## config.mk

```make
export PLATFORM = sky130hd
export DESIGN_NAME = wuf_device_flat
export DESIGN_NICKNAME = d
export VERILOG_FILES = /design/src/hw/wuf_pkg.sv /design/src/hw/wuf_link_if.sv /design/src/hw/wuf_device.sv /design/src/hw/wuf_fifo.sv /design/src/flat_wrapper.sv
export SDC_FILE = /design/constraint.sdc
export NUM_CORES = 2
export LEC_CHECK = 0
export BUFFER_PORTS_ARGS = -buffer_cell sky130_fd_sc_hd__buf_2
export CAP_MARGIN = 10
export CORE_UTILIZATION = 55
export CTS_BUF_LIST = sky130_fd_sc_hd__clkbuf_4 sky130_fd_sc_hd__clkbuf_8
export DETAILED_ROUTE_END_ITERATION = 10
export GPL_ROUTABILITY_DRIVEN = 0
export PLACE_DENSITY = 0.82
export SYNTH_ARGS = -nofsm -noshare
export SYNTH_HDL_FRONTEND = slang
export SYNTH_SLANG_ARGS = --single-unit
```

## constraint.sdc

```tcl
create_clock -name I_SYS_CLK -period 6.9 [get_ports I_SYS_CLK]
set_input_delay 0.69 -clock I_SYS_CLK [delete_from_list [all_inputs] [get_ports I_SYS_CLK]]
set_output_delay 0.69 -clock I_SYS_CLK [all_outputs]
set_load 0.02 [all_outputs]
```

## src/hw/wuf_pkg.sv

```systemverilog
/*
 * wuf_pkg: constants shared by both ends of the wide serial FIFO port.
 * Assumes: a single 200 MHz clock; 32-bit data words; the FIFO depth is a power of two.
 */
package wuf_pkg;
	// ----------------------------------------------------------------
	// device register offsets
	// ----------------------------------------------------------------
	localparam logic [7:0] REG_CTRL   = 8'h00;  // pixel order control
	localparam logic [7:0] REG_STAT   = 8'h04;  // water levels, latch, dma busy
	localparam logic [7:0] REG_CHAIN  = 8'h0C;  // read: rx_words_held, write: receive_chain_pointer
	localparam logic [7:0] REG_PORT   = 8'h10;  // fifo_word_port
	localparam logic [7:0] REG_TXLW   = 8'h14;  // tx_low_water_threshold
	localparam logic [7:0] REG_RXHW   = 8'h18;  // rx_high_water_threshold

	// ----------------------------------------------------------------
	// field positions
	// ----------------------------------------------------------------
	localparam int CTRL_TX_SWAP = 0;
	localparam int CTRL_RX_SWAP = 1;
	localparam int STAT_TX_LOW  = 0;
	localparam int STAT_RX_HIGH = 1;
	localparam int STAT_RX_LAT  = 2;
	localparam int STAT_BUSY    = 3;
	localparam int PTR_EOC      = 0;
	localparam int PTR_DIR      = 1;
	localparam int PIX_W        = 14;
	localparam int HALF_W       = 16;

	// ----------------------------------------------------------------
	// sizes and reset values
	// ----------------------------------------------------------------
	localparam int FIFO_DEPTH  = 16;
	localparam int FIFO_AW     = 4;
	localparam int PIPE_DEPTH  = 4;
	localparam int PIPE_AW     = 2;
	localparam int RX_CW       = 6;
	localparam logic [31:0] WORD_ZERO = 32'h0000_0000;
	localparam logic [31:0] DESC_STEP = 32'h0000_0004;

	// ----------------------------------------------------------------
	// host command registers (APB)
	// ----------------------------------------------------------------
	localparam logic [11:0] HREG_CMD   = 12'h000;  // [7:0] device offset, [8] write
	localparam logic [11:0] HREG_WDATA = 12'h004;
	localparam logic [11:0] HREG_RDATA = 12'h008;
	localparam logic [11:0] HREG_STAT  = 12'h00C;  // [0] busy
	localparam logic [11:0] HMEM_BASE  = 12'h100;  // 64 words of host memory
	localparam int CMD_WR_BIT = 8;
	localparam int HMEM_AW    = 6;

	typedef enum logic [3:0] {
		DMA_IDLE  = 4'b0001,
		DMA_FETCH = 4'b0010,
		DMA_DATA  = 4'b0100,
		DMA_NEXT  = 4'b1000
	} wuf_dma_t;
endpackage : wuf_pkg

```

## src/hw/wuf_link_if.sv

```systemverilog
/*
 * wuf_link_if: link between the host end and the device end.
 * Assumes: both ends share one clock; each request is held until its ack pulse.
 */
`timescale 1ns/100ps
`default_nettype none
interface wuf_link_if;
	// target accesses, host to device registers
	logic        t_req;
	logic        t_wr;
	logic [7:0]  t_addr;
	logic [31:0] t_wdata;
	logic        t_ack;
	logic [31:0] t_rdata;
	// master accesses, device to host memory
	logic        m_req;
	logic        m_wr;
	logic [31:0] m_addr;
	logic [31:0] m_wdata;
	logic        m_ack;
	logic [31:0] m_rdata;

	modport dev (input t_req, t_wr, t_addr, t_wdata, m_ack, m_rdata,
		output t_ack, t_rdata, m_req, m_wr, m_addr, m_wdata);
	modport host (output t_req, t_wr, t_addr, t_wdata, m_ack, m_rdata,
		input t_ack, t_rdata, m_req, m_wr, m_addr, m_wdata);
endinterface : wuf_link_if
`default_nettype wire

```

## src/hw/wuf_device.sv

```systemverilog
/*
 * wuf_device: device end of one wide serial channel: register file, transmit
 * FIFO, receive pipeline and FIFO, pixel packing and the receive chain DMA.
 * Assumes: the host holds each target request until t_ack and drops it the
 * cycle after; host memory answers each master request with one m_ack pulse.
 */
// Implementation choice: the APB slave port.
//
// Operation
// descriptor is three consecutive longwords, fetched in order
// chain addresses used directly as bus addresses
// host gives byte lengths in whole longwords
// writing zero to pointer aborts receive chain
// host sets end-of-chain only in last next-pointer
// host sets direction one in every pointer
// read-only receive word count at 0xC
// count reaches FIFO depth plus four
// port write pushes transmit, read pops receive
// port-read word never reaches later DMA
// two 14-bit pixels per word, top bits dropped
// pixel field order swappable each direction
// frame marker sets bit 15 or 31
// transmit low water when count below threshold
// only low threshold bits are compared
// receive high water when count reaches threshold
// receive comparison includes pipeline words
// pointer holds address, direction, end-of-chain bits
// fetch descriptors, follow next-pointers until end-of-chain
// descriptor holds buffer, length, next-pointer
// high water latch stays until written one
// empty port read changes nothing
`timescale 1ns/100ps
`default_nettype none
module wuf_device (
	input  wire logic              I_SYS_CLK,
	input  wire logic              I_RESET,
	wuf_link_if.dev                link,
	input  wire logic              I_RX_PIX_VALID,
	input  wire logic [13:0]       I_RX_PIX,
	input  wire logic              I_RX_FRAME,
	input  wire logic              I_TX_READY,
	output logic                   O_TX_VALID,
	output logic      [31:0]       O_TX_WORD,
	output logic                   O_TX_LOW_WATER,
	output logic                   O_RX_HIGH_WATER,
	output logic                   O_RX_HIGH_LATCHED
);
	// ----------------------------------------------------------------
	// declarations
	// ----------------------------------------------------------------
	logic [1:0]                     ctrl_reg;
	logic [31:0]                    txlw_reg;
	logic [31:0]                    rxhw_reg;
	logic                           rx_lat_reg;
	logic                           t_ack_reg;
	logic [31:0]                    t_rdata_reg;
	logic                           tx_valid_reg;
	logic [31:0]                    tx_word_reg;
	logic                           tx_low_reg;
	logic                           rx_high_reg;
	logic                           pend_reg;
	logic [15:0]                    hold_reg;
	wuf_pkg::wuf_dma_t              state_reg;
	logic [1:0]                     idx_reg;
	logic [31:0]                    desc_ptr_reg;
	logic [31:0]                    buf_reg;
	logic [31:0]                    len_reg;
	logic [31:0]                    next_reg;
	logic                           m_req_reg;
	logic                           m_wr_reg;
	logic [31:0]                    m_addr_reg;
	logic [31:0]                    m_wdata_reg;
	logic                           acc;
	logic                           reg_wr;
	logic                           ptr_wr;
	logic                           port_pop;
	logic                           dma_pop;
	logic [31:0]                    tx_head;
	logic                           tx_empty;
	logic                           tx_full;
	logic [wuf_pkg::FIFO_AW:0]      tx_count;
	logic [31:0]                    rx_head;
	logic                           rx_empty;
	logic                           rx_full;
	logic [wuf_pkg::FIFO_AW:0]      rx_count;
	logic [31:0]                    pipe_head;
	logic                           pipe_empty;
	logic [wuf_pkg::PIPE_AW:0]      pipe_count;
	logic                           pipe_push;
	logic                           pipe_move;
	logic [31:0]                    pipe_word;
	logic [15:0]                    pix_field;
	logic [wuf_pkg::RX_CW-1:0]      rx_total;
	logic                           tx_load;

	// ----------------------------------------------------------------
	// access decode
	// ----------------------------------------------------------------
	assign acc      = link.t_req && !t_ack_reg;
	assign reg_wr   = acc && link.t_wr;
	assign ptr_wr   = reg_wr && (link.t_addr == wuf_pkg::REG_CHAIN);
	assign port_pop = acc && !link.t_wr && (link.t_addr == wuf_pkg::REG_PORT)
		&& !rx_empty;
	assign dma_pop  = (state_reg == wuf_pkg::DMA_DATA) && !m_req_reg && (len_reg != '0)
		&& !rx_empty && !port_pop;
	assign rx_total = wuf_pkg::RX_CW'(rx_count) + wuf_pkg::RX_CW'(pipe_count);

	// ----------------------------------------------------------------
	// fifos
	// ----------------------------------------------------------------
	wuf_fifo #(.DEPTH(wuf_pkg::FIFO_DEPTH), .AW(wuf_pkg::FIFO_AW)) u_tx_fifo (
		.i_clk   (I_SYS_CLK),
		.i_reset (I_RESET),
		.i_push  (reg_wr && (link.t_addr == wuf_pkg::REG_PORT)),
		.i_data  (link.t_wdata),
		.i_pop   (tx_load),
		.o_data  (tx_head),
		.o_empty (tx_empty),
		.o_full  (tx_full),
		.o_count (tx_count)
	);

	wuf_fifo #(.DEPTH(wuf_pkg::PIPE_DEPTH), .AW(wuf_pkg::PIPE_AW)) u_rx_pipe (
		.i_clk   (I_SYS_CLK),
		.i_reset (I_RESET),
		.i_push  (pipe_push),
		.i_data  (pipe_word),
		.i_pop   (pipe_move),
		.o_data  (pipe_head),
		.o_empty (pipe_empty),
		.o_full  (),
		.o_count (pipe_count)
	);

	wuf_fifo #(.DEPTH(wuf_pkg::FIFO_DEPTH), .AW(wuf_pkg::FIFO_AW)) u_rx_fifo (
		.i_clk   (I_SYS_CLK),
		.i_reset (I_RESET),
		.i_push  (pipe_move),
		.i_data  (pipe_head),
		.i_pop   (port_pop || dma_pop),
		.o_data  (rx_head),
		.o_empty (rx_empty),
		.o_full  (rx_full),
		.o_count (rx_count)
	);

	// ----------------------------------------------------------------
	// receive packing
	// ----------------------------------------------------------------
	// marker sits in the top bit of each half, reserved bit reads zero
	assign pix_field = {I_RX_FRAME, 1'b0, I_RX_PIX};
	assign pipe_word = ctrl_reg[wuf_pkg::CTRL_RX_SWAP] ?
		{hold_reg, pix_field} : {pix_field, hold_reg};
	assign pipe_push = I_RX_PIX_VALID && pend_reg;
	assign pipe_move = !pipe_empty && !rx_full;

	// first pixel of a pair waits in the hold register
	always_ff @(posedge I_SYS_CLK) begin
		if (I_RESET) begin
			pend_reg <= 1'b0;
			hold_reg <= '0;
		end else if (I_RX_PIX_VALID) begin
			pend_reg <= !pend_reg;
			hold_reg <= pix_field;
		end
	end

	// ----------------------------------------------------------------
	// transmit output stage
	// ----------------------------------------------------------------
	assign tx_load = !tx_empty && (!tx_valid_reg || I_TX_READY);

	// unused pixel bits are cleared on the way out
	always_ff @(posedge I_SYS_CLK) begin
		if (I_RESET) begin
			tx_valid_reg <= 1'b0;
			tx_word_reg  <= '0;
		end else if (tx_load) begin
			tx_valid_reg <= 1'b1;
			tx_word_reg  <= ctrl_reg[wuf_pkg::CTRL_TX_SWAP] ?
				{2'b00, tx_head[wuf_pkg::PIX_W-1:0], 2'b00,
				tx_head[wuf_pkg::HALF_W +: wuf_pkg::PIX_W]} :
				{2'b00, tx_head[wuf_pkg::HALF_W +: wuf_pkg::PIX_W], 2'b00,
				tx_head[wuf_pkg::PIX_W-1:0]};
		end else if (I_TX_READY) begin
			tx_valid_reg <= 1'b0;
		end
	end

	// ----------------------------------------------------------------
	// water levels
	// ----------------------------------------------------------------
	always_ff @(posedge I_SYS_CLK) begin
		if (I_RESET) begin
			tx_low_reg  <= 1'b0;
			rx_high_reg <= 1'b0;
		end else begin
			tx_low_reg  <= tx_count < txlw_reg[wuf_pkg::FIFO_AW:0];
			rx_high_reg <= rx_total >= rxhw_reg[wuf_pkg::RX_CW-1:0];
		end
	end

	// sticky high water flag, a new event wins over the clear
	always_ff @(posedge I_SYS_CLK) begin
		if (I_RESET) begin
			rx_lat_reg <= 1'b0;
		end else if (rx_high_reg) begin
			rx_lat_reg <= 1'b1;
		end else if (reg_wr && (link.t_addr == wuf_pkg::REG_STAT)
			&& link.t_wdata[wuf_pkg::STAT_RX_LAT]) begin
			rx_lat_reg <= 1'b0;
		end
	end

	// ----------------------------------------------------------------
	// register file
	// ----------------------------------------------------------------
	always_ff @(posedge I_SYS_CLK) begin
		if (I_RESET) begin
			ctrl_reg    <= '0;
			txlw_reg    <= wuf_pkg::WORD_ZERO;
			rxhw_reg    <= wuf_pkg::WORD_ZERO;
			t_ack_reg   <= 1'b0;
			t_rdata_reg <= wuf_pkg::WORD_ZERO;
		end else begin
			t_ack_reg <= acc;
			if (reg_wr) begin
				case (link.t_addr)
					wuf_pkg::REG_CTRL: ctrl_reg <= link.t_wdata[1:0];
					wuf_pkg::REG_TXLW: txlw_reg <= link.t_wdata;
					wuf_pkg::REG_RXHW: rxhw_reg <= link.t_wdata;
					default: ;
				endcase
			end else if (acc) begin
				case (link.t_addr)
					wuf_pkg::REG_CTRL:  t_rdata_reg <= {30'h0000_0000, ctrl_reg};
					wuf_pkg::REG_STAT:  t_rdata_reg <= {28'h000_0000,
						state_reg != wuf_pkg::DMA_IDLE, rx_lat_reg, rx_high_reg, tx_low_reg};
					wuf_pkg::REG_CHAIN: t_rdata_reg <= 32'(rx_total);
					wuf_pkg::REG_PORT:  t_rdata_reg <= rx_empty ? wuf_pkg::WORD_ZERO : rx_head;
					wuf_pkg::REG_TXLW:  t_rdata_reg <= txlw_reg;
					wuf_pkg::REG_RXHW:  t_rdata_reg <= rxhw_reg;
					default:            t_rdata_reg <= wuf_pkg::WORD_ZERO;
				endcase
			end
		end
	end

	// ----------------------------------------------------------------
	// receive chain dma
	// ----------------------------------------------------------------
	always_ff @(posedge I_SYS_CLK) begin
		if (I_RESET || (ptr_wr && link.t_wdata == wuf_pkg::WORD_ZERO)) begin
			state_reg    <= wuf_pkg::DMA_IDLE;
			idx_reg      <= '0;
			desc_ptr_reg <= wuf_pkg::WORD_ZERO;
			buf_reg      <= wuf_pkg::WORD_ZERO;
			len_reg      <= wuf_pkg::WORD_ZERO;
			next_reg     <= wuf_pkg::WORD_ZERO;
			m_req_reg    <= 1'b0;
			m_wr_reg     <= 1'b0;
			m_addr_reg   <= wuf_pkg::WORD_ZERO;
			m_wdata_reg  <= wuf_pkg::WORD_ZERO;
		end else if (ptr_wr) begin
			state_reg    <= wuf_pkg::DMA_FETCH;
			idx_reg      <= '0;
			desc_ptr_reg <= {link.t_wdata[31:2], 2'b00};
			m_req_reg    <= 1'b0;
		end else begin
			case (state_reg)
				wuf_pkg::DMA_FETCH: begin
					if (!m_req_reg) begin
						m_req_reg  <= 1'b1;
						m_wr_reg   <= 1'b0;
						m_addr_reg <= desc_ptr_reg + {28'h000_0000, idx_reg, 2'b00};
					end else if (link.m_ack) begin
						m_req_reg <= 1'b0;
						idx_reg   <= idx_reg + 1'b1;
						case (idx_reg)
							2'd0:    buf_reg  <= link.m_rdata;
							2'd1:    len_reg  <= link.m_rdata;
							default: begin
								next_reg  <= link.m_rdata;
								state_reg <= wuf_pkg::DMA_DATA;
							end
						endcase
					end
				end
				wuf_pkg::DMA_DATA: begin
					if (dma_pop) begin
						m_req_reg   <= 1'b1;
						m_wr_reg    <= 1'b1;
						m_addr_reg  <= buf_reg;
						m_wdata_reg <= rx_head;
					end else if (m_req_reg && link.m_ack) begin
						m_req_reg <= 1'b0;
						buf_reg   <= buf_reg + wuf_pkg::DESC_STEP;
						len_reg   <= len_reg - wuf_pkg::DESC_STEP;
					end else if (!m_req_reg && len_reg == wuf_pkg::WORD_ZERO) begin
						state_reg <= wuf_pkg::DMA_NEXT;
					end
				end
				wuf_pkg::DMA_NEXT: begin
					idx_reg      <= '0;
					desc_ptr_reg <= {next_reg[31:2], 2'b00};
					// stop on end of chain or a wrong direction bit
					state_reg <= (next_reg[wuf_pkg::PTR_EOC] || !next_reg[wuf_pkg::PTR_DIR]) ?
						wuf_pkg::DMA_IDLE : wuf_pkg::DMA_FETCH;
				end
				default: state_reg <= wuf_pkg::DMA_IDLE;
			endcase
		end
	end

	// ----------------------------------------------------------------
	// outputs
	// ----------------------------------------------------------------
	assign link.t_ack         = t_ack_reg;
	assign link.t_rdata       = t_rdata_reg;
	assign link.m_req         = m_req_reg;
	assign link.m_wr          = m_wr_reg;
	assign link.m_addr        = m_addr_reg;
	assign link.m_wdata       = m_wdata_reg;
	assign O_TX_VALID         = tx_valid_reg;
	assign O_TX_WORD          = tx_word_reg;
	assign O_TX_LOW_WATER     = tx_low_reg;
	assign O_RX_HIGH_WATER    = rx_high_reg;
	assign O_RX_HIGH_LATCHED  = rx_lat_reg;
endmodule : wuf_device
`default_nettype wire

```

## src/hw/wuf_fifo.sv

```systemverilog
/*
 * wuf_fifo: first-word-fall-through FIFO of 32-bit words.
 * Assumes: DEPTH is 2**AW; push when full and pop when empty are ignored.
 */
`timescale 1ns/100ps
`default_nettype none
module wuf_fifo #(
	parameter int DEPTH = 16,
	parameter int AW    = 4
) (
	input  wire logic          i_clk,
	input  wire logic          i_reset,
	input  wire logic          i_push,
	input  wire logic [31:0]   i_data,
	input  wire logic          i_pop,
	output logic      [31:0]   o_data,
	output logic               o_empty,
	output logic               o_full,
	output logic      [AW:0]   o_count
);
	logic [31:0]   mem [DEPTH];
	logic [AW-1:0] wr_ptr_reg;
	logic [AW-1:0] rd_ptr_reg;
	logic [AW:0]   count_reg;
	logic          push_ok;
	logic          pop_ok;

	// flags and head word
	assign o_empty = (count_reg == '0);
	assign o_full  = (count_reg == (AW+1)'(DEPTH));
	assign o_count = count_reg;
	assign o_data  = mem[rd_ptr_reg];
	assign push_ok = i_push && !o_full;
	assign pop_ok  = i_pop && !o_empty;

	// storage
	always_ff @(posedge i_clk) begin
		if (push_ok) begin
			mem[wr_ptr_reg] <= i_data;
		end
	end

	// pointers and count; an empty pop moves nothing
	always_ff @(posedge i_clk) begin
		if (i_reset) begin
			wr_ptr_reg <= '0;
			rd_ptr_reg <= '0;
			count_reg  <= '0;
		end else begin
			if (push_ok) begin
				wr_ptr_reg <= wr_ptr_reg + 1'b1;
			end
			if (pop_ok) begin
				rd_ptr_reg <= rd_ptr_reg + 1'b1;
			end
			if (push_ok && !pop_ok) begin
				count_reg <= count_reg + 1'b1;
			end else if (pop_ok && !push_ok) begin
				count_reg <= count_reg - 1'b1;
			end
		end
	end
endmodule : wuf_fifo
`default_nettype wire

```

## src/flat_wrapper.sv

```systemverilog
// flat-port wrapper written by rule: the top's interface ports become plain ports
module wuf_device_flat 
  (I_SYS_CLK, I_RESET, I_RX_PIX_VALID, I_RX_PIX, I_RX_FRAME, I_TX_READY, O_TX_VALID, O_TX_WORD, O_TX_LOW_WATER, O_RX_HIGH_WATER, O_RX_HIGH_LATCHED, link_t_req, link_t_wr, link_t_addr, link_t_wdata, link_m_ack, link_m_rdata, link_t_ack, link_t_rdata, link_m_req, link_m_wr, link_m_addr, link_m_wdata);
  wuf_link_if link_i ();
  input  wire logic I_SYS_CLK;
  input  wire logic I_RESET;
  input  wire logic I_RX_PIX_VALID;
  input  wire logic [13:0] I_RX_PIX;
  input  wire logic I_RX_FRAME;
  input  wire logic I_TX_READY;
  output logic O_TX_VALID;
  output logic      [31:0] O_TX_WORD;
  output logic O_TX_LOW_WATER;
  output logic O_RX_HIGH_WATER;
  output logic O_RX_HIGH_LATCHED;
  input wire logic [$bits(link_i.t_req)-1:0] link_t_req;
  input wire logic [$bits(link_i.t_wr)-1:0] link_t_wr;
  input wire logic [$bits(link_i.t_addr)-1:0] link_t_addr;
  input wire logic [$bits(link_i.t_wdata)-1:0] link_t_wdata;
  input wire logic [$bits(link_i.m_ack)-1:0] link_m_ack;
  input wire logic [$bits(link_i.m_rdata)-1:0] link_m_rdata;
  output wire logic [$bits(link_i.t_ack)-1:0] link_t_ack;
  output wire logic [$bits(link_i.t_rdata)-1:0] link_t_rdata;
  output wire logic [$bits(link_i.m_req)-1:0] link_m_req;
  output wire logic [$bits(link_i.m_wr)-1:0] link_m_wr;
  output wire logic [$bits(link_i.m_addr)-1:0] link_m_addr;
  output wire logic [$bits(link_i.m_wdata)-1:0] link_m_wdata;
  assign link_i.t_req = link_t_req;
  assign link_i.t_wr = link_t_wr;
  assign link_i.t_addr = link_t_addr;
  assign link_i.t_wdata = link_t_wdata;
  assign link_i.m_ack = link_m_ack;
  assign link_i.m_rdata = link_m_rdata;
  assign link_t_ack = link_i.t_ack;
  assign link_t_rdata = link_i.t_rdata;
  assign link_m_req = link_i.m_req;
  assign link_m_wr = link_i.m_wr;
  assign link_m_addr = link_i.m_addr;
  assign link_m_wdata = link_i.m_wdata;
  wuf_device u_core (.I_SYS_CLK(I_SYS_CLK), .I_RESET(I_RESET), .link(link_i), .I_RX_PIX_VALID(I_RX_PIX_VALID), .I_RX_PIX(I_RX_PIX), .I_RX_FRAME(I_RX_FRAME), .I_TX_READY(I_TX_READY), .O_TX_VALID(O_TX_VALID), .O_TX_WORD(O_TX_WORD), .O_TX_LOW_WATER(O_TX_LOW_WATER), .O_RX_HIGH_WATER(O_RX_HIGH_WATER), .O_RX_HIGH_LATCHED(O_RX_HIGH_LATCHED));
endmodule
```

* After elaboration in Yosys (flattened, before gate mapping) *
Memories as Yosys holds them, arrays and structs flattened. A register that Yosys moved wholly into a read port is not among the register bits.
Index checks and enable logic that the tools add are counted.

word-level totals
  RAM bits = 1152
  register bits = 382
  input bits = 94
  memories = 3

operators by class
  magnitude comparators = 2
  muxes and demuxes = 63
  $add $sub $neg = 17
  eq/ne operators = 31
  bitwise logic cells = 3
  reductions and logical operators = 85

memories
  memory                words  bits a word  rd ports  clocked after Yosys merged registers in  write ports  line            text
  u_core.u_rx_fifo.mem  16     32           1         1                                        1            wuf_fifo.sv:21  logic [31:0] mem [DEPTH];
  u_core.u_tx_fifo.mem  16     32           1         1                                        1            wuf_fifo.sv:21
  u_core.u_rx_pipe.mem  4      32           1         1                                        1            wuf_fifo.sv:21

operators by type and width
  operator                                                              count
  32-bit two-way mux                                                    16
  32-bit one-hot mux with 2 select lines                                3
  32-bit one-hot mux with 6 select lines                                1
  32-bit zero test                                                      2
  4-bit two-way mux                                                     10
  32-bit by 3-bit adder with 32-bit output, second input constant       1
  32-bit by 4-bit adder with 32-bit output                              1
  32-bit nonzero test                                                   1
  32-bit by 3-bit subtractor with 32-bit output, second input constant  1
  1-bit logical AND                                                     31
  30-bit two-way mux                                                    1
  8-bit by 5-bit == test with 1-bit output, second input constant       3
  5-bit two-way mux                                                     4
  1-bit zero test                                                       19
  2-bit != test, second input constant                                  9
  3-bit by 2-bit != test with 1-bit output, second input constant       6
  4-bit by 1-bit adder with 4-bit output, second input constant         4
  1-bit two-way mux                                                     16
  2-bit nonzero test                                                    8
  7-bit AND reduction                                                   2
  2-bit two-way mux                                                     6
  4-bit one-hot mux with 3 select lines                                 1
  6-bit AND reduction                                                   2
  5-bit by 1-bit adder with 5-bit output, second input constant         2
  other kinds (32)                                                      51

* Longest topological paths before layout *
  word-level depth = 12
  depth in mapped cells = 16

* Modules after synthesis *
A second synthesis with hierarchy kept.

second synthesis, totals
  cells, all modules = 4086
  area total of the unflattened synthesis = 61936.9 µm²

by module, submodules not included
  module                           cells each  sequential area each (µm²)  area each (µm²)  times used
  wuf_fifo (u_core.u_rx_fifo ...)  897         15715.1                     20065.5          2
  wuf_device                       2077        6906.6                      16673.5          1
  wuf_fifo (u_core.u_rx_pipe)      215         4023.9                      5132.4           1

* Least setup slack after synthesis *
OpenSTA, ideal clock, no wires.

  kind = input -> register
  start = in link_t_addr[1]
  end = mem u_core.u_tx_fifo.mem[0][0] (enable)
  arrival = 4.368 ns
  path slack = 2.047 ns
  cell stages on the path = 5
  required time = 6.416 ns
  cell sequence = nor4_2 -> and2_1 -> buf_2 -> nand4_1 -> nor4_1

between the ends
  longest elaborated chain between the ends = 5

RTL lines
  element                                   line                text
  from (decl)                               flat_wrapper.sv:18  input wire logic [$bits(link_i.t_addr)-1:0] link_t_addr;
  8-bit by 5-bit == test with 1-bit output  wuf_device.sv:114   .i_push (reg_wr && (link.t_addr == wuf_pkg::REG_PORT)),
  1-bit logical AND                         wuf_device.sv:114
  1-bit logical AND                         wuf_fifo.sv:33      assign push_ok = i_push && !o_full;
  1-bit two-way mux                         wuf_fifo.sv:38      if (push_ok) begin
  1-bit two-way mux (implied by the code)   wuf_fifo.sv:39      mem[wr_ptr_reg] <= i_data;
  to (decl)                                 wuf_fifo.sv:21

Every way passes these cells.

* Worst setup path after layout *
  start = in link_t_addr[1]
  end = mem u_core.u_tx_fifo.mem[8][23] (enable)

The elaborated chain is that of the path after synthesis.

==> results <==
- The run finished with clean final reports.
- The largest registers in the layout are u_core.u_rx_fifo.mem (480), u_core.u_tx_fifo.mem (448), u_core.u_rx_pipe.mem (120).
- The number of synthesized register bits is 1,434.
- The worst path in the final design needs a cycle of 3.93 ns, including I/O delays and setup.
- The clock passes through at most 3 buffers.
- Dividing the final minimum period by the clock period gives 57.0%.
- The flip-flop count of the largest register, all copies and words added is 480.
- Counting flops with an async set or reset pin after synthesis yields a share of 0%.
- The register with the most flip-flops in the final layout is u_core.u_rx_fifo.mem.
- The area overhead of the layout relative to synthesis is 12.6%.
- After detailed routing, the number of vias per cell comes to 6.33.
- The cell count of the worst reg-to-reg path is 14.
- For this configuration, the core starts out at a cell density of 55.8%.
- The die covers 0.107 mm2.
- The worst-case hold path end point is u_core.hold_reg[6]$_SDFFE_PP0P_.
- Of the cells placed in the final design, the portion with a size suffix greater than 1 is 25.0%.
- During I/O placement, the number of pins put on the boundary was 229.
- The top cell type by total area after synthesis is sky130_fd_sc_hd__edfxtp_1.
- For this run, the total global-route usage over all layers was measured as 27.6%.
- The netlist uses 76 different library cells.
- Detailed routing inserted a total of 35,900 vias.
- Entering global routing, the biggest net connects 109 pins.
- The tree built by TritonCTS fans out to 1,434 sinks.
- The placed instance count is 5,261.
- The placeable core region is 0.104 mm2.
- The largest fanout of any net on the critical path is 15.
- The horizontal extent of the die is 327 um.
- The via count of the first global-routing pass came to 34,700.
- In this run the core area contains 118 standard-cell rows.
- The final-report setup violation count is 0.
- The CTS tree is yes.
- The critical setup path kind is primary input to flip-flop.
- The number of buffers created by CTS is 216.
- Setup repair after global routing left no endpoint under its margin.
- The detailed router's first-iteration violation count is 4,764.
- The remaining antenna violation count after routing is 0.
- The pre-antenna-repair detailed-routing pass consisted of 7 iterations.
- The floorplan step set the die height to 327 um.
- The endpoint identified for the worst register-to-register timing path is u_core.u_rx_fifo.o_count[4]$_SDFFE_PP0P_.
- The most common cell in the netlist is sky130_fd_sc_hd__edfxtp_1.
- The max-cap check violation count is 0.
- The worst register-to-register path begins at u_core.state_reg[1]$_SDFFE_PP0P_.
- Measured against its own limit, the worst slew margin works out to 16.5%.
- Summing the sequential cell areas from Yosys gives 67.5% of the chip area.
- The DRC violation count after routing is 0.
- Across the VDD grid, the largest voltage drop is 0.557 mV.
- The class of the worst hold path is primary input to flip-flop.
- The post-synthesis instance total is 3,837.
- In the synthesized netlist the dominant register cell turns out to be sky130_fd_sc_hd__edfxtp_1.
- On the final layout, the worst clock skew is 0.0683 ns.
- The maximum level of the CTS H-tree is 4.
- The max-slew violation total from the final report was 0.
- The cell area after technology mapping is 0.0580 mm2.
- The sum of net half-perimeters after detailed placement is 89.5 mm.
- The detailed-route wire length per cell is 26.2 um.
- The final number of hold-violating endpoints was 0.
- The maximum achievable frequency is 254 MHz.
- The power density over the cells is 327 mW/mm2.
- The synthesized area per cell is 15.1 um2.
- The count of input and output buffers is 222.
- At the worst endpoint, the required time is 7.44 ns.
- Counting instances, the worst hold path has a depth of 3.
- In the post-synthesis netlist, the biggest area contributors are sky130_fd_sc_hd__edfxtp_1, sky130_fd_sc_hd__dfxtp_1, sky130_fd_sc_hd__mux4_2.
- In this run, post-CTS repair resized a total of 0 instances.
- The worst hold slack after final layout is 0.0624 ns.
- For this run the aggregate overflow at the end of global routing stands at 0.
- The number of enable-type register cells in the synthesized netlist is 1,048.
- The first global-routing pass estimated 217 mm of wire.
- The wire length after detailed routing is 149 mm.
- The net count reported at finish is 4,244.
- The static leakage power is 21.3 nW.
- The transition time of the tightest slew-check pin is 1.24 ns.
- The accumulated negative setup slack is 0 ns.
- The area share of the largest cell type after synthesis is 54.2%.
- The synthesis warning total is 0.
- The critical path arrival is 4.47 ns.
- The number of antenna violations at the first check in global routing is 12.
- For this run, the number of standard cells in the final layout without fillers is 5,672.
- In this run the clock root is driven by a sky130_fd_sc_hd__clkbuf_8.
- The startpoint type of the worst setup path is a primary input.
- The worst setup path is captured at a flip-flop.
- The startpoint identified for the worst hold timing path is I_RX_PIX[6].
- The commonest cells after synthesis are sky130_fd_sc_hd__edfxtp_1, sky130_fd_sc_hd__nand2_1, sky130_fd_sc_hd__dfxtp_1.
- Clock-pin slew was measured on the worst setup and hold paths at 0.06 ns.
- The clock latency of the later-clocked register in the worst-skew pair is 0.91 ns.
- Setup slack on the worst reg-to-reg path comes out at 3.10 ns.
==> worst max path at each step <==
stage                                startpoint                                       end  slack, ns  cells after the start
2_1_floorplan                    link_t_addr[1]      u_core.u_tx_fifo.mem[0][0]$_DFFE_PP_       2.05                      5
3_3_place_gp                     link_t_addr[1]          u_core.rxhw_reg[15]$_SDFFE_PP0P_       2.38                      7
3_5_place_dp                     link_t_addr[1]           u_core.rxhw_reg[8]$_SDFFE_PP0P_       2.26                      7
4_1_cts        u_core.state_reg[1]$_SDFFE_PP0P_  u_core.u_rx_fifo.o_count[4]$_SDFFE_PP0P_       3.13                     14
5_1_grt                          link_t_addr[1]     u_core.u_tx_fifo.mem[8][25]$_DFFE_PP_       2.92                      7
6_report                         link_t_addr[1]     u_core.u_tx_fifo.mem[8][23]$_DFFE_PP_       2.97                      7
==> where the power goes <==
group | internal, mW | total [mW] | switching [mW]
Combinational | 1.39 | 3.50 | 2.10
Sequential | 10.0 | 10.3 | 0.331
Clock | 4.20 | 7.55 | 3.35
Total | 15.6 | 21.4 | 5.78
==> logic make-up after synthesis <==
kind of cell	synth area share, %
multiplexers	14.7
AND/OR/NAND/NOR	7.27
other	0.00646
adder cells (fa/ha/maj)	1.12
flip-flops	67.5
buffers and inverters	2.22
AO/OA/AOI/OAI	6.31
XOR/XNOR	0.860
==> final cells by class <==
cell class,count,area (um2)
fill,7063,38700
clock buffer,309,3850
multi-input combinational,2112,17800
antenna,7,17.5
sequential,1434,39200
timing repair buffer,288,1650
inverter,49,184
clock inverter,93,951
tap,1380,1730
==> through the flow <==
step           total power, mW  worst slack (ns)  area (um2)  util (%)
6_report                  21.4              2.97       65400      62.8
5_1_grt                   22.1              2.92       65400      62.8
4_1_cts                   21.4              3.13       65300      62.8
3_5_place_dp              14.0              2.26       60500      58.1
3_3_place_gp              13.8              2.38       60500      58.1
2_1_floorplan             12.8              2.05       58100         -
==> repair_timing <==
item,CTS,global route
endpoints found under the hold margin,1,0
hold buffers,1,0
setup buffers,0,0
==> cells in the final DEF (no fill, tap or decap), types with 47 or more instances in the layout <==
cell type                     n
sky130_fd_sc_hd__a22oi_1     48
sky130_fd_sc_hd__buf_2      221
sky130_fd_sc_hd__edfxtp_1  1048
sky130_fd_sc_hd__buf_4       63
sky130_fd_sc_hd__clkbuf_8   244
sky130_fd_sc_hd__dfxtp_1    376
sky130_fd_sc_hd__nand2_1    387
sky130_fd_sc_hd__o21ai_0     77
sky130_fd_sc_hd__nor2_1     299
sky130_fd_sc_hd__inv_1       47
sky130_fd_sc_hd__mux2i_1    112
sky130_fd_sc_hd__a21oi_1    217
sky130_fd_sc_hd__clkbuf_4    65
sky130_fd_sc_hd__mux4_2     306
==> routing by layer <==
layer	vias to the layer above	GRT usage (%)	wire (um)
li1	15300	-	-
met1	17900	35.9	54400
met2	2231	43.8	71500
met3	393	6.38	15800
met4	16	13.8	6960
met5	-	0	83
==> worst max-delay path, cell delays in order <==
cell,delay (ns)
sky130_fd_sc_hd__buf_2,0.10
sky130_fd_sc_hd__nor4_2,0.87
sky130_fd_sc_hd__and2_1,0.50
sky130_fd_sc_hd__nand4_1,0.46
sky130_fd_sc_hd__nor3b_1,0.50
sky130_fd_sc_hd__and2_1,0.91
sky130_fd_sc_hd__buf_4,0.41
Power figures use the tool's default switching activity.
